--- src/inc/slr_pkg.sv ---
package slr_pkg;
    localparam int ADDR_W = 12;
    localparam logic [11:0] A_SYNC_CTRL = 12'h03a;
    localparam logic [11:0] A_SYNC_STAT = 12'h03b;
    localparam logic [11:0] A_IF_PWR = 12'h200;
    localparam logic [11:0] A_IDLE_LANES = 12'h201;
    localparam logic [11:0] A_CDR_RST = 12'h206;
    localparam logic [11:0] A_CDR_CFG = 12'h230;
    localparam logic [11:0] A_EQ_CFG = 12'h268;
    localparam logic [11:0] A_PLL_EN = 12'h280;
    localparam logic [11:0] A_PLL_STAT = 12'h281;
    localparam logic [11:0] A_PLL_DIV = 12'h289;
    localparam logic [11:0] A_AUTOTUNE = 12'h2a7;
    localparam logic [11:0] A_LINK_CTRL = 12'h300;
    localparam logic [11:0] A_SUBCLASS = 12'h301;
    localparam logic [11:0] A_MF_DEL = 12'h304;
    localparam logic [11:0] A_MF_VAR = 12'h306;
    localparam logic [11:0] A_XBAR_LO = 12'h308;
    localparam logic [11:0] A_XBAR_HI = 12'h309;
    localparam logic [11:0] A_PORT_CFG = 12'h314;
    localparam logic [11:0] A_INVERT = 12'h334;
    localparam logic [11:0] A_DEV_ID = 12'h450;
    localparam logic [11:0] A_BANK_ID = 12'h451;
    localparam logic [11:0] A_LANE_ID = 12'h452;
    localparam logic [11:0] A_SCR_LANES = 12'h453;
    localparam logic [11:0] A_OCT_M1 = 12'h454;
    localparam logic [11:0] A_FRM_M1 = 12'h455;
    localparam logic [11:0] A_CONV_M1 = 12'h456;
    localparam logic [11:0] A_RES_M1 = 12'h457;
    localparam logic [11:0] A_SUB_BITS = 12'h458;
    localparam logic [11:0] A_VER_SMP = 12'h459;
    localparam logic [11:0] A_DENSITY = 12'h45a;
    localparam logic [11:0] A_CHECK = 12'h45d;
    localparam logic [11:0] A_DESKEW = 12'h46c;
    localparam logic [11:0] A_OCTETS = 12'h476;
    localparam logic [11:0] A_LANE_EN = 12'h47d;
    localparam int NREG = 34;
    // Field positions
    localparam int SCR_BIT = 7;
    localparam int REV_BIT = 5;
    localparam int CDR_HALF_BIT = 5;
    localparam int CDR_OVS_BIT = 1;
    localparam int PLL_DIV_FIX_BIT = 2;
    localparam int SYNC_EN_BIT = 7;
    localparam int SYNC_ARM_BIT = 6;
    localparam int SYNC_LOCK_BIT = 3;
    localparam int LINK_EN_BIT = 0;
    localparam logic [2:0] CDR_FIX_VAL = 3'h2;
    localparam logic [5:0] EQ_FIX_VAL = 6'h22;
    // Reset values
    localparam logic [7:0] RST_CDR_CFG = 8'h09;
    localparam logic [7:0] RST_EQ_CFG = 8'h22;
    localparam logic [7:0] RST_PLL_DIV = 8'h04;
    localparam logic [7:0] RST_IF_PWR = 8'hff;
    localparam logic [7:0] RST_ZERO = 8'h00;
    // Cycles from PLL enable to lock indication
    localparam int PLL_LOCK_CYC = 16;
    localparam int FIFO_DEPTH = 4;
    typedef enum logic [1:0] {SLR_SYNC_IDLE, SLR_SYNC_ARMED, SLR_SYNC_LOCKED} slr_sync_t;
endpackage

--- src/hdl/slr_fifo.sv ---
`timescale 1ns/1ns
`default_nettype none
module slr_fifo #(
    parameter int WIDTH = 32,
    parameter int DEPTH = 4
) (
    // Clocking
    input wire logic core_clk_i,
    input wire logic rst_b_i,
    input wire logic clk_en_i,
    // Fill side
    input wire logic in_valid_i,
    output logic in_ready_o,
    input wire logic [WIDTH-1:0] in_data_i,
    // Drain side
    output logic out_valid_o,
    input wire logic out_ready_i,
    output logic [WIDTH-1:0] out_data_o
);
    localparam int AW = $clog2(DEPTH);
    logic [WIDTH-1:0] mem_reg [DEPTH];
    logic [WIDTH-1:0] mem_next [DEPTH];
    logic [AW-1:0] wp_reg, wp_next, rp_reg, rp_next;
    logic [AW:0] cnt_reg, cnt_next;
    logic push, pop;

    assign in_ready_o = (cnt_reg != (AW+1)'(DEPTH));
    assign out_valid_o = (cnt_reg != '0);
    assign out_data_o = mem_reg[rp_reg];

    always_comb begin
        push = in_valid_i && in_ready_o;
        pop = out_valid_o && out_ready_i;
        mem_next = mem_reg;
        wp_next = wp_reg;
        rp_next = rp_reg;
        cnt_next = cnt_reg;
        if (push) begin
            mem_next[wp_reg] = in_data_i;
            wp_next = (wp_reg == AW'(DEPTH-1)) ? '0 : wp_reg + 1'b1;
        end
        if (pop) begin
            rp_next = (rp_reg == AW'(DEPTH-1)) ? '0 : rp_reg + 1'b1;
        end
        if (push && !pop) begin
            cnt_next = cnt_reg + 1'b1;
        end else if (pop && !push) begin
            cnt_next = cnt_reg - 1'b1;
        end
    end

    always_ff @(posedge core_clk_i) begin
        if (!rst_b_i) begin
            wp_reg <= '0;
            rp_reg <= '0;
            cnt_reg <= '0;
            for (int i = 0; i < DEPTH; i++) begin
                mem_reg[i] <= '0;
            end
        end else if (clk_en_i) begin
            wp_reg <= wp_next;
            rp_reg <= rp_next;
            cnt_reg <= cnt_next;
            mem_reg <= mem_next;
        end
    end
endmodule
`default_nettype wire

--- src/hdl/slr_link_setup.sv ---
`timescale 1ns/1ns
`default_nettype none
module slr_link_setup
    import slr_pkg::*;
#(
    parameter int LANES = 4,
    parameter int LANE_W = 8,
    parameter int LOCK_CYC = PLL_LOCK_CYC
) (
    // Clock, reset, enable
    input wire logic core_clk_i,
    input wire logic rst_b_i,
    input wire logic clk_en_i,
    // Register port
    input wire logic reg_wr_i,
    input wire logic reg_rd_i,
    input wire logic [ADDR_W-1:0] reg_addr_i,
    input wire logic [7:0] reg_wdata_i,
    output logic [7:0] reg_rdata_o,
    // Serial PLL lock from the analog side
    input wire logic pll_locked_i,
    // SYSREF
    input wire logic sysref_i,
    // Physical lanes in
    input wire logic lane_valid_i,
    output logic lane_ready_o,
    input wire logic [LANES*LANE_W-1:0] lane_data_i,
    // Logical lanes out
    output logic data_valid_o,
    input wire logic data_ready_i,
    output logic [LANES*LANE_W-1:0] data_o,
    // Status and controls
    output logic link_enabled_o,
    output logic cdr_reset_o,
    output logic pll_enable_o
);
    localparam int DW = LANES*LANE_W;
    localparam int SW = $clog2(LANES);

    logic [7:0] regs_reg [NREG];
    logic [7:0] regs_next [NREG];
    logic [7:0] rdata_reg, rdata_next;
    logic [7:0] pll_cnt_reg, pll_cnt_next;
    logic pll_lock_reg, pll_lock_next;
    logic sysref_d_reg, sysref_d_next;
    slr_sync_t sync_reg, sync_next;
    logic [DW-1:0] mapped;
    logic fifo_in_ready;

    ////////////////////////////////////////////////////////////////////////////
    // Address decode shared by read and write
    function automatic int reg_index(input logic [11:0] a);
        unique case (a)
            A_SYNC_CTRL: reg_index = 0;
            A_IF_PWR: reg_index = 1;
            A_IDLE_LANES: reg_index = 2;
            A_CDR_RST: reg_index = 3;
            A_CDR_CFG: reg_index = 4;
            A_EQ_CFG: reg_index = 5;
            A_PLL_EN: reg_index = 6;
            A_PLL_DIV: reg_index = 7;
            A_AUTOTUNE: reg_index = 8;
            A_LINK_CTRL: reg_index = 9;
            A_SUBCLASS: reg_index = 10;
            A_MF_DEL: reg_index = 11;
            A_MF_VAR: reg_index = 12;
            A_XBAR_LO: reg_index = 13;
            A_XBAR_HI: reg_index = 14;
            A_PORT_CFG: reg_index = 15;
            A_INVERT: reg_index = 16;
            A_DEV_ID: reg_index = 17;
            A_BANK_ID: reg_index = 18;
            A_LANE_ID: reg_index = 19;
            A_SCR_LANES: reg_index = 20;
            A_OCT_M1: reg_index = 21;
            A_FRM_M1: reg_index = 22;
            A_CONV_M1: reg_index = 23;
            A_RES_M1: reg_index = 24;
            A_SUB_BITS: reg_index = 25;
            A_VER_SMP: reg_index = 26;
            A_DENSITY: reg_index = 27;
            A_CHECK: reg_index = 28;
            A_DESKEW: reg_index = 29;
            A_OCTETS: reg_index = 30;
            A_LANE_EN: reg_index = 31;
            A_SYNC_STAT: reg_index = 32;
            A_PLL_STAT: reg_index = 33;
            default: reg_index = -1;
        endcase
    endfunction

    function automatic logic [7:0] reset_value(input int i);
        unique case (i)
            1: reset_value = RST_IF_PWR;
            4: reset_value = RST_CDR_CFG;
            5: reset_value = RST_EQ_CFG;
            7: reset_value = RST_PLL_DIV;
            default: reset_value = RST_ZERO;
        endcase
    endfunction

    ////////////////////////////////////////////////////////////////////////////
    // Register file and status
    wire logic [7:0] sync_ctrl = regs_reg[0];
    wire logic link_en = regs_reg[9][LINK_EN_BIT];
    wire logic [7:0] invert_mask = regs_reg[16];
    wire logic [7:0] deskew_mask = regs_reg[29];
    wire logic [7:0] enable_mask = regs_reg[31];
    // Lane count minus one, so four lanes is stored as 3
    wire logic [4:0] lanes_m1 = regs_reg[20][4:0];
    wire logic scramble_en = regs_reg[20][SCR_BIT];
    wire logic proto_rev_b = regs_reg[26][REV_BIT];
    wire logic sysref_rise = sysref_i && !sysref_d_reg;

    always_comb begin
        int idx;
        idx = reg_index(reg_addr_i);
        regs_next = regs_reg;
        rdata_next = rdata_reg;
        pll_cnt_next = pll_cnt_reg;
        pll_lock_next = pll_lock_reg;
        sysref_d_next = sysref_i;
        sync_next = sync_reg;
        if (reg_wr_i && idx >= 0 && idx < 32) begin
            regs_next[idx] = reg_wdata_i;
            if (idx == 4) begin
                regs_next[4][4:2] = CDR_FIX_VAL;
            end
            if (idx == 7) begin
                regs_next[7][PLL_DIV_FIX_BIT] = 1'b1;
            end
            if (idx == 5) begin
                regs_next[5][5:0] = EQ_FIX_VAL;
            end
        end
        // Lock only once enabled for the settle time and analog lock seen
        // Uses the incoming enable so a disable write drops the status at once
        if (!regs_next[6][0]) begin
            pll_cnt_next = '0;
            pll_lock_next = 1'b0;
        end else if (pll_cnt_reg != 8'(LOCK_CYC)) begin
            pll_cnt_next = pll_cnt_reg + 1'b1;
        end else begin
            pll_lock_next = pll_locked_i;
        end
        // One-shot sync: 0x01 mode, 0x81 enable, 0xC1 arm
        if (!sync_ctrl[SYNC_EN_BIT]) begin
            sync_next = SLR_SYNC_IDLE;
        end else begin
            unique case (sync_reg)
                SLR_SYNC_IDLE: begin
                    if (sync_ctrl[SYNC_ARM_BIT]) begin
                        sync_next = SLR_SYNC_ARMED;
                    end
                end
                SLR_SYNC_ARMED: begin
                    if (sysref_rise) begin
                        sync_next = SLR_SYNC_LOCKED;
                        regs_next[0][SYNC_ARM_BIT] = 1'b0;
                    end
                end
                SLR_SYNC_LOCKED: begin
                    if (sync_ctrl[SYNC_ARM_BIT]) begin
                        sync_next = SLR_SYNC_ARMED;
                    end
                end
            endcase
        end
        regs_next[32] = {4'h0, (sync_next == SLR_SYNC_LOCKED), 3'h0};
        regs_next[33] = {7'h0, pll_lock_next};
        if (reg_rd_i) begin
            rdata_next = (idx >= 0) ? regs_reg[idx] : 8'h00;
        end
    end

    always_ff @(posedge core_clk_i) begin
        if (!rst_b_i) begin
            for (int i = 0; i < NREG; i++) begin
                regs_reg[i] <= reset_value(i);
            end
            rdata_reg <= 8'h00;
            pll_cnt_reg <= 8'h00;
            pll_lock_reg <= 1'b0;
            sysref_d_reg <= 1'b0;
            sync_reg <= SLR_SYNC_IDLE;
        end else if (clk_en_i) begin
            regs_reg <= regs_next;
            rdata_reg <= rdata_next;
            pll_cnt_reg <= pll_cnt_next;
            pll_lock_reg <= pll_lock_next;
            sysref_d_reg <= sysref_d_next;
            sync_reg <= sync_next;
        end
    end

    ////////////////////////////////////////////////////////////////////////////
    // Lane crossbar and polarity; each logical lane picks a physical lane
    // Limitation: crossbar holds four 2-bit selects per byte, up to four lanes
    genvar g;
    generate
        for (g = 0; g < LANES; g++) begin : g_lane
            logic [SW-1:0] sel;
            logic on;
            assign sel = SW'(lane_sel(regs_reg[13], regs_reg[14], g));
            assign on = enable_mask[g] && (g <= int'(lanes_m1));
            assign mapped[g*LANE_W +: LANE_W] = !on ? '0 :
                (lane_data_i[sel*LANE_W +: LANE_W] ^ {LANE_W{invert_mask[g]}});
        end
    endgenerate

    function automatic int lane_sel(input logic [7:0] lo, input logic [7:0] hi, input int n);
        logic [15:0] v;
        v = {hi, lo};
        lane_sel = int'(v[n*2 +: 2]);
    endfunction

    ////////////////////////////////////////////////////////////////////////////
    // Lane data only flows once the link is enabled
    slr_fifo #(.WIDTH(DW), .DEPTH(FIFO_DEPTH)) u_fifo (
        .core_clk_i(core_clk_i),
        .rst_b_i(rst_b_i),
        .clk_en_i(clk_en_i),
        .in_valid_i(lane_valid_i && link_en),
        .in_ready_o(fifo_in_ready),
        .in_data_i(mapped),
        .out_valid_o(data_valid_o),
        .out_ready_i(data_ready_i),
        .out_data_o(data_o)
    );

    assign lane_ready_o = fifo_in_ready && link_en;
    assign reg_rdata_o = rdata_reg;
    assign link_enabled_o = link_en;
    assign cdr_reset_o = !regs_reg[3][0];
    assign pll_enable_o = regs_reg[6][0];
endmodule
`default_nettype wire

--- config.mk ---
export PLATFORM = sky130hd
export DESIGN_NAME = slr_link_setup
export DESIGN_NICKNAME = d
export VERILOG_FILES = /design/src/inc/slr_pkg.sv /design/src/hdl/slr_fifo.sv /design/src/hdl/slr_link_setup.sv
export SDC_FILE = /design/constraint.sdc
export NUM_CORES = 1
export LEC_CHECK = 0
export BUFFER_PORTS_ARGS = -buffer_cell sky130_fd_sc_hd__buf_2
export CORE_UTILIZATION = 55
export DETAILED_ROUTE_END_ITERATION = 12
export PLACE_DENSITY_LB_ADDON = 0.1
export SETUP_SLACK_MARGIN = 0.2
export SYNTH_ARGS = -nofsm -noshare
export SYNTH_HDL_FRONTEND = slang
export SYNTH_SLANG_ARGS = --single-unit
--- constraint.sdc ---
create_clock -name core_clk_i -period 3.15 [get_ports core_clk_i]
set_input_delay 0.63 -clock core_clk_i [delete_from_list [all_inputs] [get_ports core_clk_i]]
set_output_delay 0.63 -clock core_clk_i [all_outputs]
set_load 0.01 [all_outputs]
After elaboration in Yosys (flattened, before gate mapping). Cells that the tools add are included.

Bits in registers: 412. Input port bits: 61. Output and inout port bits: 45. Logic and storage cells: 185.

Add/subtract/negate cells: 5. Order comparisons: 10. Eq/ne operators: 46. Shifts and indexed selects: 4. Muxes and demuxes: 37. Bitwise operators: 7. Reduce and logical (&&, ||, !) cells: 29.

Operator list (number): one-hot mux 32 bit (34 select lines) (1); bitwise mux 272 bit (1); 2-to-1 mux 271 bit (1); equality test 12 x 10 -> 1 bit, second input constant (17); equality test 12 x 11 -> 1 bit, second input constant (15); bitwise mux 128 bit (1); indexed part select 32 x 6 -> 8 bit (4); equality test 32 x 4 -> 1 bit, second input constant (3); 2-to-1 mux 32 bit (3); 2-to-1 mux 8 bit (10); binary-select mux 32 bit (select 2 bit) (1); demux 32 bit (select 2 bit) (1); binary-select mux 8 bit (select 6 bit) (1); demux 8 bit (select 6 bit) (1); >= comparator 32 x 1 -> 1 bit, second input constant (1); >= comparator 32 x 7 -> 1 bit, second input constant (1); less-than comparator 32 x 1 -> 1 bit, second input constant (1); less-than comparator 32 x 7 -> 1 bit, second input constant (1); NOT 32 bit (1); bitwise XOR 8 bit (4); equality test 12 x 6 -> 1 bit, second input constant (2); logical AND 1 bit (14); AND reduction 2 bit (7); <= comparator 2 x 5 -> 1 bit, first input constant (2); 24 further kinds (44).

Depth between registers and ports, before layout.
Depth in word-level cells: 13. Depth in mapped cells: 14. Mapped depth without buffers: 10.

Cells and area by module. A second synthesis with hierarchy kept.

Cells, all modules: 2205. Area, all modules: 20188.1 um2.

By module, submodules not included: slr_link_setup (instances 1, cells each 1662, area each 14242.4 um2); slr_fifo (instances 1, cells each 543, area each 5945.7 um2).

Worst setup path after synthesis. OpenSTA, ideal clock, no wires.

Path kind: input port to flip-flop. Start: input port reg_addr_i[3]. End: register rdata_reg[6], in the netlist reg_rdata_o[6]. Library setup time: 0.128 ns. Data arrival time: 3.007 ns. Data required time: 3.022 ns. Slack: 0.016 ns. Stages: 14. Buffers on the path: 5. Path through: buf_2 > buf_4 > nor3b_1 > o2111ai_1 > nand3_2 > or4b_1 > buf_4 > o32a_2 > buf_6 > buf_6 > o22ai_2 > nor3_1 > a211oi_1 > o211ai_1.

Longest elaborated chain between the ends: 7. Elaborated cells between the ends (all ways): 41. Classes of those cells: order compare: 1; eq/ne: 34; mux: 5; bitwise: 1.

RTL lines: from (decl) (RTL line slr_link_setup.sv:17) `input wire logic [ADDR_W-1:0] reg_addr_i,`; equality test 12 x 10 -> 1 bit (tied with other cells) (RTL line slr_link_setup.sv:53) `unique case (a)`; one-hot mux 32 bit (34 select lines) (*) (RTL line slr_link_setup.sv:53); NOT 32 bit (not written as such) (RTL line slr_link_setup.sv:172) `rdata_next = (idx >= 0) ? regs_reg[idx] : 8'h00;`; binary-select mux 8 bit (select 6 bit) (RTL line slr_link_setup.sv:172); 2-to-1 mux 8 bit (not written as such) (2 in series) (RTL line slr_link_setup.sv:172); 2-to-1 mux 8 bit (*) (RTL line slr_link_setup.sv:172); to (signal assigned) (RTL line slr_link_setup.sv:188) `rdata_reg <= rdata_next;`; to (decl) (RTL line slr_link_setup.sv:42) `logic [7:0] rdata_reg, rdata_next;`.

Every way passes the cells marked *; elsewhere a longest branch is shown, timed or not. The select of a mux whose other input is x is not followed. A chain may end at the register's enable or synchronous reset.

Worst setup path after layout.
Start: input port reg_addr_i[9]. End: register rdata_reg[2], in the netlist reg_rdata_o[2].

The elaborated chain is that of the path after synthesis.

==> impl_metrics.ini <==
[route]
drt-initial-drc-count = 1611
wire_per_inst_um = 21.8
via_count = 19400
via_per_inst = 6.01
drtPass1Iterations = 5
ant_nets = 0
drc = 0
wl_um = 70300

[floorplan]
rows = 71
die_x_um = 198
io-pin-count = 106
core_area_mm2 = 0.0378
start_util_pct = 56.1
die_h_um = 198
die_area_mm2 = 0.0393

[layout]
design_area_mm2 = 0.0261
nFillCells = 3136
multi_input_area_mm2 = 0.0126
mostFrequentLayoutCells = nand2_1, dfxtp_1, a21boi_0
finalNetCount = 2739
seq_area_mm2 = 0.00825
layout-drive-gt1-share_pct = 24.2
areaGrowthSynthToFinish_pct = 23.3
layout_commonest_cell = nand2_1
layout.cells.non_filler = 3222
largest_register_ffs = 209

[logic_synthesis]
synthCells = 2428
yosysUniqueCellTypes = 96
synth_top_family_by_area = simple AND/OR/NAND/NOR gates
synth-xor-area-share_pct = 1.90
synthAdderAreaFrac_pct = 0.567
synthMuxAreaShare_pct = 12.8
yosys_warnings = 0
async_flop_share_pct = 0
synth_compound_area_share_pct = 19.3
synth_top_area_cell = dfxtp_1
avgSynthCellArea_um2 = 8.73
ys_seq_elements = 412
synth_area_leaders = dfxtp_1, nand2_1, a21boi_0, mux4_2, mux2i_1
netlist_area_mm2 = 0.0212
synth_top_cell_area_share_pct = 38.9
synth_ff_type = dfxtp_1
yosysSeqAreaShare_pct = 38.9
synth_nets = 2498
synthSimpleGateAreaFrac_pct = 22.2
synth-edff-count = 0

[worst_setup_path]
cp_max_fo = 8
endpoint_kind = flop
slowest_delay_ps = 580
critical_path.cell_chain = buf_8, or4b_4, nor4_4, a211o_1, nor2_4, buf_6, buf_16, buf_4, buf_4, mux2i_1, a221o_1, a211oi_2, a211oi_2, o21ai_1
cp-start-kind = input port
arrival_ps = 3550
cp_slowest_cell = or4b_4
crit_family = compound AO/OA/AOI/OAI gates
crit_type = in2reg
crit_required_ps = 3670
critPathBufInv = 5

[clocking]
cts_max_level = 2
cts_hold_buf = 0
cts_tree = yes
clk_latency_ps = 600
cts.sink_count = 412
cts_buffer_depth = 3
cts_root_buffer = clkbuf_16
cts_inserted_buffers = 45
clkTransAtPathRegs_ps = 60

[global_routing]
grt-ovfl-total = 0
gr-usage-all-layers_pct = 35.3
first_global_vias = 18500
grt_max_degree = 117
grt_pass1_wl_um = 106000
antenna_found_initial = 5

[place]
gp_congestion = 0.966
port-buffer-count = 105
placed_cell_area_mm2 = 0.0237
hpwl_um = 46600
placed_cells = 3105

[pwr]
total_power_uw = 11500
power_density_mw_per_mm2 = 439
ir_worst_vdd_v = 0.000434
power_leakage_uw = 0.00973

[sta]
finalMaxSlewViolations = 0
min_period_ps = 3030
setup_violations = 0
period_share_pct = 96.1
slew_headroom_pct = 33.0
worstMarginPinSlew_ps = 1010
rsz0062_at_grt = true
skew_ps = 29.4
max_freq_mhz = 330
hold_viol = 0

[outcome]
status = complete, no violations

[run]
cap_violations = 0

[worst_hold_path]
hold_path.class = in2reg
## cells in the mapped netlist, types with 17 or more instances
master,count
nand2_1,626
dfxtp_1,412
a21boi_0,288
clkbuf_1,122
mux2i_1,114
nor2_1,79
nor2b_1,74
o21ai_0,69
mux4_2,64
nand3_1,64
buf_2,30
and2_1,29
xnor2_1,28
a211oi_1,22
o22ai_1,22
a21boi_1,19
a21oi_1,17
and3_1,17
buf_1,17
## per-layer routing
layer	vias up	GRT usage (%)	part of all wire, %
met2	810	57.6	47
met3	229	5.89	7.7
met4	2	16.8	4.7
met5	-	0	0.018
met1	9330	45.3	41
li1	8997	-	-
## timing repair
action / CTS / global route
pin swaps: 9 / 32
endpoints found under the setup margin: 61 / 165
buffers inserted: 4 / 20
resized for setup: 34 / 93
cloned: 3 / 1
## per-stage QoR
stage / setup slack (ps) / hold slack [ps] / setup TNS, ps / utilization, %
floorplan: 96.8 / 410 / 0 / -
global placement: -566 / 427 / -77480 / 62.7
detailed placement: -648 / 438 / -83500 / 62.7
CTS: 156 / 332 / 0 / 67.6
global route: 74.8 / 353 / 0 / 69.1
finish: 124 / 350 / 0 / 69.2
## power by group
group / internal, uW / switching [uW]
registers: 5210 / 1.12
logic: 245 / 321
clock network: 3450 / 2230
## logic make-up (layout without fill, tap and decap cells)
kind of cell,after synthesis,in the layout
buffers and inverters,206,479
XOR/XNOR,45,45
other,0,8
AO/OA/AOI/OAI,555,557
adder cells (fa/ha/maj),9,9
multiplexers,190,190
flip-flops,412,412
AND/OR/NAND/NOR,1011,1011
## worst reg2reg max path: cells and delay by family (launching register included)
family                 cells  cell delay (ps)
AOI/OAI and AO/OA          2              600
and+or+nand+nor            3              760
buffers and inverters      1              380
DFF                        1              480
## final timing paths
path                               start                                to  slack (ps)  cells after the start
max reg2reg  link_enabled_o$_SDFFE_PN0P_  u_fifo.mem_reg[101]$_SDFFE_PN0P_         850                      6
min                             sysref_i         sysref_d_reg$_SDFFE_PN0P_         350                      3
max                        reg_addr_i[9]       reg_rdata_o[2]$_SDFFE_PN0P_         120                     14
min reg2reg    regs_reg[52]$_SDFFE_PN0P_         regs_reg[52]$_SDFFE_PN0P_         450                      2
## final cells by class
type	instances	share of cell area, %
Antenna cell	8	0.0767
Sequential cell	412	31.6
Timing Repair Buffer	383	11.5
Clock inverter	16	0.939
Tap cell	511	2.45
Multi-Input combinational cell	1812	48.1
Clock buffer	65	5.14
Inverter	15	0.216
Power figures use the tool's default switching activity.
